--- config.mk ---
export PLATFORM = sky130hd
export DESIGN_NAME = cascaded_pulse_counter
export DESIGN_NICKNAME = d
export VERILOG_FILES = /design/src/hw/pulse_counter_pkg.sv /design/src/hw/cascaded_pulse_counter.sv
export SDC_FILE = /design/constraint.sdc
export NUM_CORES = 1
export LEC_CHECK = 0
export BUFFER_PORTS_ARGS = -buffer_cell sky130_fd_sc_hd__buf_4
export CORE_MARGIN = 2
export CORE_UTILIZATION = 55
export DETAILED_ROUTE_END_ITERATION = 16
export GPL_TIMING_DRIVEN = 0
export PLACE_DENSITY = 0.76
export SYNTH_ARGS = -nofsm -noshare
export SYNTH_HDL_FRONTEND = slang
export SYNTH_SLANG_ARGS = --single-unit
--- constraint.sdc ---
create_clock -name clk -period 8.8 [get_ports clk]
set_input_delay 0.88 -clock clk [delete_from_list [all_inputs] [get_ports clk]]
set_output_delay 0.88 -clock clk [all_outputs]
set_load 0.005 [all_outputs]
--- src/hw/pulse_counter_pkg.sv ---
// package for the cascaded pulse counter: widths, timing constants, state carriers
// assumes a single 100 MHz clock shared by every user of the package
package pulse_counter_pkg;
    // ==========================================
    // widths and stage limits
    localparam int STAGE_W = 8; // one byte per counter stage
    localparam int NUM_STAGES = 4; // low, second, third, top
    localparam int TOTAL_W = STAGE_W * NUM_STAGES; // 32-bit total
    localparam logic [7:0] STAGE_MAX = 8'h00_FF; // largest value a stage holds
    localparam logic [7:0] STAGE_ZERO = 8'h00_00; // cleared stage
    localparam logic [31:0] TOTAL_ZERO = 32'h0000_0000; // cleared total
    localparam logic [7:0] MINUTES_DEFAULT = 8'h00_01; // one-minute interval
    // ==========================================
    // timing
    localparam int CLK_HZ = 100_000_000; // system clock rate
    localparam int CLK_NS = 1_000_000_000 / CLK_HZ; // 10 ns period
    localparam int MIN_PULSE_MS = 250; // fastest accepted pulse period
    localparam int DEBOUNCE_MS = 10; // contact must hold this long
    localparam int DEBOUNCE_CYC = DEBOUNCE_MS * (1_000_000 / CLK_NS); // rounds down, longest time
    localparam int MINUTE_S = 60; // one interval unit
    localparam longint MINUTE_CYC = longint'(MINUTE_S) * longint'(CLK_HZ); // cycles per minute
    // ==========================================
    // state carrier: whole register state of the counter
    typedef struct packed {
        logic [1:0] sync; // two-stage synchroniser
        logic level; // debounced contact level
        logic [31:0] deb_cnt; // debounce timer
        logic [47:0] min_cnt; // minute prescaler
        logic [7:0] min_left; // minutes left in interval
        logic [7:0] tally_run; // pulses in running interval
        logic [7:0] tally_last; // pulses of last interval
        logic [NUM_STAGES-1:0][STAGE_W-1:0] stage; // cascaded stages
        logic report; // report pulse to controller
        logic warning; // total reached trigger
        logic hit; // reset-condition output
    } count_state_s;
endpackage : pulse_counter_pkg

--- src/hw/cascaded_pulse_counter.sv ---
// cascaded pulse counter for one meter input channel
// assumes contact input is asynchronous and already voltage-free; controller logic runs on clk
`timescale 1ns/1ps
// What this block does
// - four stage values exposed as condition outputs
// - each stage holds zero to 255
// - stage overflow clears it, carries upward
// - stage weights 1, 256, 65536, 16777216
// - last-interval tally kept, default one minute
// - empty interval keeps previous tally, max 255
// - logic reset condition clears all stages
// - reached value pulses output, clears, loses nothing
// - accepts one pulse every 250 ms
// - interval configurable 1 to 255 minutes
// - report also when interval tally hits 255
// - warning while total at or above trigger
module cascaded_pulse_counter import pulse_counter_pkg::*; #(
    parameter int DEBOUNCE_CYCLES = DEBOUNCE_CYC, // shorten for simulation
    parameter longint MINUTE_CYCLES = MINUTE_CYC // shorten for simulation
) (
    input wire logic clk, // 100 MHz clock
    input wire logic nrst, // async reset, active low
    input wire logic pulse_in, // meter contact, asynchronous
    input wire logic clear_req, // logic-driven reset condition
    input wire logic [7:0] interval_min, // interval in minutes, 0 read as 1
    input wire logic [31:0] trigger_value, // warning threshold
    input wire logic [31:0] reset_value, // total that clears counter, 0 disables
    output logic [7:0] low_stage, // units of 1
    output logic [7:0] second_stage, // units of 256
    output logic [7:0] third_byte_stage, // units of 65536
    output logic [7:0] top_byte_stage, // units of 16777216
    output logic [7:0] last_count, // pulses of last interval
    output logic report_pulse, // one-cycle report strobe
    output logic warning_out, // total at or above trigger
    output logic reset_hit // one-cycle: reset value reached
);
    // ==========================================
    // elaboration checks: a zero count would stall the debounce or the interval timer
    if (DEBOUNCE_CYCLES < 1 || MINUTE_CYCLES < 1) begin : g_bad_cycles
        $error("cycle counts must be at least one");
    end

    count_state_s q; // registered state
    count_state_s d; // next state
    logic edge_seen; // accepted rising edge
    logic [31:0] total; // whole count
    logic [31:0] bumped; // total plus one pulse
    logic cleared; // any clear this cycle
    logic interval_end; // last minute of interval done
    logic [7:0] eff_minutes; // interval, 0 mapped to 1

    // ==========================================
    // combined next-state logic
    always_comb begin
        d = q;
        total = q.stage; // stage 0 is bits 7:0, binary weights
        d.sync = {q.sync[0], pulse_in};
        // debounce: level follows sync only after it stays different long enough
        // hold time sits far below half the fastest pulse period, so no closure is dropped
        if (q.sync[1] == q.level) begin
            d.deb_cnt = '0;
        end else if (q.deb_cnt >= 32'(DEBOUNCE_CYCLES - 1)) begin
            d.level = q.sync[1];
            d.deb_cnt = '0;
        end else begin
            d.deb_cnt = q.deb_cnt + 32'd1;
        end
        edge_seen = (q.sync[1] != q.level) && q.sync[1] && (q.deb_cnt >= 32'(DEBOUNCE_CYCLES - 1));
        // ripple carry across bytes, each stage wraps 255 to 0
        bumped = total + 32'd1;
        // reset-value hit: the pulse that reaches it also clears, none lost
        // an explicit clear in the same cycle wins, so no hit strobe then
        d.hit = edge_seen && !clear_req && (reset_value != TOTAL_ZERO) && (bumped >= reset_value);
        cleared = clear_req || d.hit;
        if (clear_req) begin
            // clear wins, coincident pulse becomes the first one
            d.stage = edge_seen ? (TOTAL_ZERO + 32'd1) : TOTAL_ZERO;
        end else if (d.hit) begin
            d.stage = bumped - reset_value; // excess kept
        end else if (edge_seen) begin
            d.stage = bumped;
        end
        // interval timing: minute prescaler, then minute countdown
        // zero minutes is read as the default, so the timer never spins on an empty span
        eff_minutes = (interval_min == STAGE_ZERO) ? MINUTES_DEFAULT : interval_min;
        interval_end = 1'b0;
        d.report = 1'b0;
        if (q.min_cnt >= 48'(MINUTE_CYCLES - 1)) begin
            d.min_cnt = '0;
            if (q.min_left <= MINUTES_DEFAULT) begin
                interval_end = 1'b1;
                d.min_left = eff_minutes;
            end else begin
                d.min_left = q.min_left - 8'd1;
            end
        end else begin
            d.min_cnt = q.min_cnt + 48'd1;
        end
        // running tally saturates at 255
        if (edge_seen && q.tally_run != STAGE_MAX) begin
            d.tally_run = q.tally_run + 8'd1;
        end
        if (interval_end) begin
            d.report = 1'b1; // periodic report
            if (d.tally_run != STAGE_ZERO) begin
                d.tally_last = d.tally_run;
            end // empty interval keeps old tally
            d.tally_run = STAGE_ZERO;
        end else if (edge_seen && q.tally_run == STAGE_MAX - 8'd1) begin
            d.report = 1'b1; // extra report at 255
            d.tally_last = STAGE_MAX;
        end
        d.warning = (d.stage >= trigger_value);
    end

    // ==========================================
    // state register, constants only under reset
    always_ff @(posedge clk or negedge nrst) begin
        if (!nrst) begin
            q <= '{sync: 2'b00, level: 1'b0, deb_cnt: 32'h0000_0000, min_cnt: 48'h0000_0000_0000,
                   min_left: MINUTES_DEFAULT, tally_run: STAGE_ZERO, tally_last: STAGE_ZERO,
                   stage: TOTAL_ZERO, report: 1'b0, warning: 1'b0, hit: 1'b0};
        end else begin
            q <= d;
        end
    end

    // outputs straight from state flops
    assign low_stage = q.stage[0];
    assign second_stage = q.stage[1];
    assign third_byte_stage = q.stage[2];
    assign top_byte_stage = q.stage[3];
    assign last_count = q.tally_last;
    assign report_pulse = q.report;
    assign warning_out = q.warning;
    assign reset_hit = q.hit;

    // ==========================================
    // checks
    // they sit next to the counter they guard; all share clk and nrst
    // a plain clear leaves every stage at zero
    property p_clear_zero;
        @(posedge clk) disable iff (!nrst)
        clear_req && !edge_seen |=> {top_byte_stage, third_byte_stage, second_stage, low_stage} == TOTAL_ZERO;
    endproperty
    a_clear_zero: assert property (p_clear_zero) else $error("clear did not zero stages");
    // a pulse accepted together with the clear is the first count after it
    property p_clear_pulse;
        @(posedge clk) disable iff (!nrst)
        clear_req && edge_seen |=> low_stage == 8'h00_01 && second_stage == STAGE_ZERO;
    endproperty
    a_clear_pulse: assert property (p_clear_pulse) else $error("coincident pulse lost on clear");
    // a low stage wrap must bump the second stage exactly once
    property p_carry;
        @(posedge clk) disable iff (!nrst)
        edge_seen && !cleared && low_stage == STAGE_MAX |=> low_stage == STAGE_ZERO
            && second_stage == $past(second_stage) + 8'd1;
    endproperty
    a_carry: assert property (p_carry) else $error("low stage carry wrong");
    // every accepted pulse without a clear or reset hit adds one to the low stage
    property p_count;
        @(posedge clk) disable iff (!nrst)
        edge_seen && !cleared |=> low_stage == $past(low_stage) + 8'd1;
    endproperty
    a_count: assert property (p_count) else $error("pulse not counted");
    // without pulse or clear the total must not drift
    property p_hold;
        @(posedge clk) disable iff (!nrst)
        !edge_seen && !clear_req |=> $stable({top_byte_stage, third_byte_stage, second_stage, low_stage});
    endproperty
    a_hold: assert property (p_hold) else $error("count moved without pulse");
    // warning follows the registered total against the threshold of the cycle before
    property p_warn;
        @(posedge clk) disable iff (!nrst)
        ##1 warning_out == ({top_byte_stage, third_byte_stage, second_stage, low_stage} >= $past(trigger_value));
    endproperty
    a_warn: assert property (p_warn) else $error("warning level wrong");
    // auto clear keeps only the excess, so the total falls below the limit
    property p_hit_clear;
        @(posedge clk) disable iff (!nrst)
        reset_hit |-> {top_byte_stage, third_byte_stage, second_stage, low_stage} < $past(reset_value);
    endproperty
    a_hit_clear: assert property (p_hit_clear) else $error("counter not cleared at hit");
    // the hit strobe lasts one cycle, as accepted edges never come back to back
    property p_hit_once;
        @(posedge clk) disable iff (!nrst)
        reset_hit |=> !reset_hit;
    endproperty
    a_hit_once: assert property (p_hit_once) else $error("hit strobe longer than one cycle");
    // an empty interval leaves the published tally alone
    property p_tally_keep;
        @(posedge clk) disable iff (!nrst)
        interval_end && q.tally_run == STAGE_ZERO && !edge_seen |=> $stable(last_count);
    endproperty
    a_tally_keep: assert property (p_tally_keep) else $error("tally cleared on empty interval");
    // a non-empty interval publishes its own count
    property p_tally_take;
        @(posedge clk) disable iff (!nrst)
        interval_end && q.tally_run != STAGE_ZERO && !edge_seen |=> last_count == $past(q.tally_run);
    endproperty
    a_tally_take: assert property (p_tally_take) else $error("interval tally not published");
    // the running tally sticks at its ceiling until the interval closes
    property p_tally_sat;
        @(posedge clk) disable iff (!nrst)
        q.tally_run == STAGE_MAX && !interval_end |=> q.tally_run == STAGE_MAX;
    endproperty
    a_tally_sat: assert property (p_tally_sat) else $error("running tally wrapped");
    // the full tally reports at once, without waiting for the interval end
    property p_tally_full;
        @(posedge clk) disable iff (!nrst)
        edge_seen && !interval_end && q.tally_run == STAGE_MAX - 8'd1 |=> report_pulse && last_count == STAGE_MAX;
    endproperty
    a_tally_full: assert property (p_tally_full) else $error("no report at full tally");
    // every interval end is reported
    property p_report;
        @(posedge clk) disable iff (!nrst)
        interval_end |=> report_pulse;
    endproperty
    a_report: assert property (p_report) else $error("no interval report");
    // one contact closure gives one accepted edge, never two in a row
    property p_edge_once;
        @(posedge clk) disable iff (!nrst)
        edge_seen |=> !edge_seen;
    endproperty
    a_edge_once: assert property (p_edge_once) else $error("closure accepted twice");
endmodule : cascaded_pulse_counter

==> results of run 1 <==
## synth_stat cells, types with 7 or more instances
cell type  count  area [um^2]
a211oi_1      29          218
a21o_1        21          158
a21oi_1       59          295
a2bb2oi_1      7         61.3
a31oi_1        7         43.8
and2_1        10         62.6
and3_1        22          138
and4_1         7         61.3
buf_4         42          315
clkbuf_1      26         97.6
dfrtp_1      141         3530
ha_1          72          901
inv_1         84          315
nand2_1       90          338
nand2b_1      10         62.6
nand3_1       42          210
nand4_1       32          200
nor2_1       135          507
nor2b_1        9         56.3
nor3_1        18         90.1
nor4_1        29          181
o211ai_1      10         75.1
o21a_1         8         60.1
o21ai_0       34          170
or3_1          8         50.1
xnor2_1       56          490
xor2_1        70          613
## layout by cell type (no fill, tap or decap), types with 5 or more instances in the layout
| cell type | n |
|---|---|
| and3_1 | 22 |
| clkbuf_1 | 27 |
| xor2_1 | 70 |
| a31oi_1 | 7 |
| a211oi_1 | 29 |
| inv_1 | 84 |
| mux2i_1 | 5 |
| o31ai_1 | 6 |
| a2bb2oi_1 | 7 |
| nand2_1 | 90 |
| nand2b_1 | 10 |
| buf_4 | 158 |
| buf_2 | 6 |
| o211ai_1 | 10 |
| or3_1 | 8 |
| and2_1 | 10 |
| a21o_1 | 21 |
| clkbuf_16 | 17 |
| dfrtp_1 | 141 |
| a21oi_1 | 59 |
| conb_1 | 27 |
| nor2_1 | 135 |
| nand4_1 | 32 |
| ha_1 | 72 |
| xnor2_1 | 56 |
| nand3_1 | 42 |
| nor4_1 | 29 |
| nor3_1 | 18 |
| o21ai_0 | 34 |
| and4_1 | 7 |
| o21a_1 | 8 |
| nor2b_1 | 9 |
| clkinvlp_4 | 5 |
## registers in the layout, summed over array words and instances (netlist names), 8 cells and up
signal	count
last_count	8
low_stage	8
q	98
second_stage	8
third_byte_stage	8
top_byte_stage	8
## cells by family after synthesis
logic type	after synthesis	share of synthesized area
buf+inv	162	0.0764
xor+xnor	126	0.109
other cells	1	0.000369
simple gates	434	0.213
flops	142	0.350
mux	8	0.00826
fa+ha+maj	73	0.0907
compound gates	228	0.153
## stage by stage
step	hold WS (ns)	cell area [um^2]
after floorplan	0.331	10200
after global placement	0.336	11400
after detailed placement	0.349	11400
after CTS	0.363	12000
after global routing	0.380	12000
final	0.361	12000
## routing by layer
metal	global-route usage	wire (um)
met3	0.0485	1960
met1	0.370	11500
met5	0	0
met4	0.0968	711
met2	0.418	11600
## worst max-delay path, delay by kind of cell, from the launching register on
family / cells / cell delay (ns)
fa+ha+maj: 3 / 0.86
simple gates: 13 / 3.24
compound gates: 6 / 1.40
xor+xnor: 1 / 0.11
buf+inv: 4 / 1.30
flops: 1 / 0.45
## area by class of cell
class                   instances  area share
well taps                     229      0.0239
clock buffers                  19      0.0369
plain buffers                  77      0.0381
multi-input cells             896       0.493
clock inverters                13     0.00887
repair buffers                118      0.0758
inverters                      85      0.0266
flip-flops and latches        142       0.296
## power breakdown
| part | switching, mW | leakage, nW | total, mW | internal (mW) |
|---|---|---|---|---|
| clock network | 0.294 | 0.255 | 0.667 | 0.373 |
| logic | 0.210 | 3.75 | 0.368 | 0.158 |
| registers | 0.0473 | 1.88 | 0.749 | 0.702 |
## path summary, 6_finish.rpt
| path | end | depth (start not counted) |
|---|---|---|
| min in group asynchronous | second_stage[4]$_DFF_PN0_ | 1 |
| setup reg to reg | warning_out$_DFF_PN0_ | 27 |
| setup / recovery | warning_out$_DFF_PN0_ | 27 |
| hold / removal | q[141]$_DFF_PN0_ | 0 |
| hold reg to reg | q[141]$_DFF_PN0_ | 0 |
| max in group asynchronous | top_byte_stage[4]$_DFF_PN0_ | 2 |
==> results.toml, run 1 <==
[outcome]
outcome = "finished clean"

[global_routing]
grt_use_total = 0.266
grt_overflow_total = 0
grt_max_degree = 104
antenna_found_initial = 0
grt_pass1_vias = 8514
grt_pass1_wl_mm = 41.8

[clocking]
post_cts_buffers = 0
path_clk_slew_ns = 0.06
cts_resized = 0
cts_inserted_buffers = 17
cts.sinks = 142
cts_hold_buf = 0
clock_latency_ns = 0.43
htreeDepth = 4
tritoncts = "built"
cts_root_buffer = "clkbuf_16"
clock_path_buffers = 2

[critical_path]
critPathMaxFanout = 10
critPathSlowestCell = "nor3_1"
startpoint = "low_stage[0]$_DFF_PN0_"
worst_setup_path_start_kind = "flop"
crit-reg2reg-launch = "low_stage[0]$_DFF_PN0_"
criticalPathCategory = "reg2reg"
endpoint_kind = "flop"
r2r_slack_ns = 1.37
crit_arrival_ns = 7.79
slowest_delay_ns = 0.59
critPathRequiredTime_ns = 9.16

[timing]
worst_pin_slew_ns = 0.928
period_minus_slack_ns = 7.43
max_freq_mhz = 135
fin_crit_sh = 0.844
hold_viol_final = 0
rsz0062_at_grt = "no"
setup_tns_ns = 0
finClkSkew_ns = 0.0126
slew_headroom = 0.379
report.final.slew_viol_count = 0
setup_violations = 0
finalWorstSetupSlack_ns = 1.37

[cells_and_area]
syn_to_final_growth_pct = 18.2
drive_gt1_frac = 0.162
utilization = 0.665
seq_area_um2 = 3550
diodes = 0
multi_input_area_um2 = 5920
final_nets = 1486
fillCellCount = 1517
fin_cells = 1579

[pwr]
cellLeakagePower_nw = 5.88
power_density_nw_per_um2 = 149
power_mw = 1.78
vdd_ir_drop_max_mv = 0.139

[logic_synthesis]
ys_ff_latch = 142
ys_async_sr_fraction = 1.00
syn_avg_cell_area_um2 = 8.65
synth-warning-count = 0
synthFlopType = "dfrtp_1"
synth_cell_types = 76
seq_area_frac_synth = 0.350
synth-edff-count = 0
synth_cells = 1174
netlist_area_um2 = 10200

[placement]
dp_cells = 1547
post-place-ws_ns = 1.57
port_buffers = 117
hpwl_mm = 19.3
place_congestion = 0.948

[floorplanning]
core_um2 = 18000
die_w_um = 140
rows = 49
die_area_um2 = 19600
initial_utilization = 0.563
io_pins = 119
fp.dieH_um = 140

[routing]
viasPerCell = 5.66
drc_errors = 0
detail-route-antenna-nets = 0
routed_wl_mm = 25.8
wl_per_cell_um = 16.3
vias = 8941
dr.pass1.iters = 5
drt_iter0_markers = 728

[min_path]
hold_class = "reg2reg"
min_from = "d[141]$_DFF_PN0_"

[run]
drv_cap = 0
Power figures use the tool's default switching activity.
==> run 2: changes to the inputs <==
--- a/config.mk
+++ b/config.mk
@@ -5,6 +5,7 @@
 export SDC_FILE = /design/constraint.sdc
 export NUM_CORES = 1
 export LEC_CHECK = 0
+export ABC_AREA = 1
 export BUFFER_PORTS_ARGS = -buffer_cell sky130_fd_sc_hd__buf_4
 export CORE_MARGIN = 2
 export CORE_UTILIZATION = 55
==> constraint.sdc (replaced) <==
create_clock -name clk -period 7.2 [get_ports clk]
set_input_delay 0.72 -clock clk [delete_from_list [all_inputs] [get_ports clk]]
set_output_delay 0.72 -clock clk [all_outputs]
set_load 0.005 [all_outputs]
==> run 2 against run 1 <==
Utilization shrank 0.59 points. Synthesized cell count grew 24%. Clock skew shrank 0.0033 ns. Global-route usage grew 1.2 points. Highest routed layer unchanged. Area after synthesis grew 5.6%. Sequential share of layout area shrank 1.7 points. Clock-buffer cell count shrank 1.
==> results.toml, run 2 <==
[floorplanning]
initial_utilization = 0.556
core_um2 = 19300
die_area_um2 = 20600
io_pins = 119
die_w_um = 144
rows = 51
fp.dieH_um = 144

[clocking]
cts.sinks = 142
path_clk_slew_ns = 0.06
clock_latency_ns = 0.43
cts_root_buffer = "clkbuf_16"
cts_inserted_buffers = 17
cts_resized = 0
post_cts_buffers = 0
clock_path_buffers = 2
cts_hold_buf = 0
tritoncts = "built"
htreeDepth = 4

[routing]
drc_errors = 0
dr.pass1.iters = 6
vias = 10126
detail-route-antenna-nets = 0
drt_iter0_markers = 822
viasPerCell = 5.33
routed_wl_mm = 28.1
wl_per_cell_um = 14.8

[placement]
dp_cells = 1868
hpwl_mm = 22.1
port_buffers = 118
place_congestion = 0.995

[global_routing]
met2_usage = 0.463
grt_pass1_wl_mm = 45.0
use_met1 = 0.363
grt_util_met3 = 0.0470
busiest_layer = "met2"
grt_use_total = 0.278
antenna_found_initial = 0
grt_max_degree = 91
grt_pass1_vias = 9548
grt_overflow_total = 0

[cells_and_area]
mostFrequentLayoutCells = "281 x nand2_1, 201 x inv_1, 177 x nor2_1"
diodes = 0
fin_cells = 1900
top_register = "q"
final_nets = 1771
layout_commonest_cell = "nand2_1"
drive_gt1_frac = 0.159
fillCellCount = 1740
largest_register_ffs = 98
utilization = 0.660
syn_to_final_growth_pct = 18.6

[logic_synthesis]
synthFlopType = "dfrtp_1"
synth_common_cells = "281 x nand2_1, 201 x inv_1, 177 x nor2_1, 141 x dfrtp_1, 93 x a21oi_1"
synth-edff-count = 0
ys_ff_latch = 142
yosys.area.top_type_share = 0.329
syn_avg_cell_area_um2 = 7.35
netlist_area_um2 = 10700
synth_cell_types = 51
yosys.area.top_type = "dfrtp_1"
synth-warning-count = 0
synth_cells = 1458
synth_area_leaders = "dfrtp_1 33%, nand2_1 9.8%, ha_1 8.4%"
yosysMostFrequentCell = "nand2_1"
seq_area_frac_synth = 0.332
ys_async_sr_fraction = 1.00

[critical_path]
critPathMaxFanout = 10
worst_setup_path_start_kind = "flop"
crit-reg2reg-launch = "low_stage[1]$_DFF_PN0_"
crit_arrival_ns = 5.86
r2r_cells = 30
slowest_delay_ns = 0.46
r2r_slack_ns = 1.63
criticalPathCategory = "reg2reg"
critPathRequiredTime_ns = 7.49
startpoint = "low_stage[1]$_DFF_PN0_"
critPathSlowestCell = "dfrtp_1"
timing.rr.end = "warning_out$_DFF_PN0_"
endpoint_kind = "flop"

[timing]
slew_headroom = 0.389
worst_pin_slew_ns = 0.908
report.final.slew_viol_count = 0
fin_crit_sh = 0.774
setup_tns_ns = 0
max_freq_mhz = 180
rsz0062_at_grt = "no"
hold_viol_final = 0
period_minus_slack_ns = 5.57
setup_violations = 0
finClkSkew_ns = 0.00920

[run]
drv_cap = 0

[min_path]
hold_class = "in2async"

[pwr]
cellLeakagePower_nw = 6.38
power_density_nw_per_um2 = 203
vdd_ir_drop_max_mv = 0.159

[outcome]
outcome = "finished clean"
[run 2: cell count changes after synthesis, moves of 15 or more]
cell      change
nand2_1     +191
o21ai_0      +25
xnor2_1      -31
a21o_1       -16
inv_1       +117
a211oi_1     -23
and3_1       -21
clkbuf_1     -15
nor2_1       +42
nor4_1       -21
nor3_1       +18
a21oi_1      +34
o21ai_1      +23
[run 2: routing by layer]
layer | vias up | part of all wire
met5 | - | 0
met4 | 0 | 0.033
met3 | 68 | 0.061
met2 | 347 | 0.47
met1 | 4677 | 0.43
li1 | 5034 | -
[run 2: how the worst max path moves through the flow]
stage	depth (start not counted)	slack, ns	endpoint
after global routing	31	1.32	warning_out$_DFF_PN0_
after floorplan	30	3.17	warning_out$_DFF_PN0_
after CTS	30	1.74	warning_out$_DFF_PN0_
final	30	1.63	warning_out$_DFF_PN0_
after detailed placement	30	1.81	warning_out$_DFF_PN0_
after global placement	30	1.86	warning_out$_DFF_PN0_
[run 2: critical path: cells and delay by family, from the launching register on]
kind,cells,cell delay [ns]
simple gates,14,1.92
compound gates,6,1.20
fa+ha+maj,3,0.92
buf+inv,6,0.66
flops,1,0.46
xor+xnor,1,0.26
[run 2: cell type report]
cell class	count	area [um^2]	area share
Tap cell	265	332	0.0261
Buffer	65	453	0.0356
Clock inverter	14	215	0.0169
Timing Repair Buffer	119	917	0.0722
Clock buffer	18	429	0.0338
Multi-Input combinational cell	1067	6020	0.474
Inverter	210	791	0.0622
Sequential cell	142	3550	0.280
[run 2: logic make-up after synthesis]
logic type,synth area share
compound gates,0.127
xor+xnor,0.0670
fa+ha+maj,0.0859
buf+inv,0.116
flops,0.332
mux,0.000934
other cells,0.000350
simple gates,0.271
[run 2: where the power goes]
part | internal, mW | switching [mW]
logic | 0.282 | 0.389
registers | 0.874 | 0.0722
clock network | 0.615 | 0.346
[run 2: stage by stage]
stage               power (mW)  hold WS (ns)  area [um^2]  setup slack [ns]
floorplan                 1.39         0.331        10800              3.17
global placement          1.59         0.340        12000              1.86
detailed placement        1.61         0.344        12100              1.81
CTS                       2.58         0.255        12700              1.74
global route              2.72         0.273        12700              1.32
finish                    2.58         0.239        12700              1.63
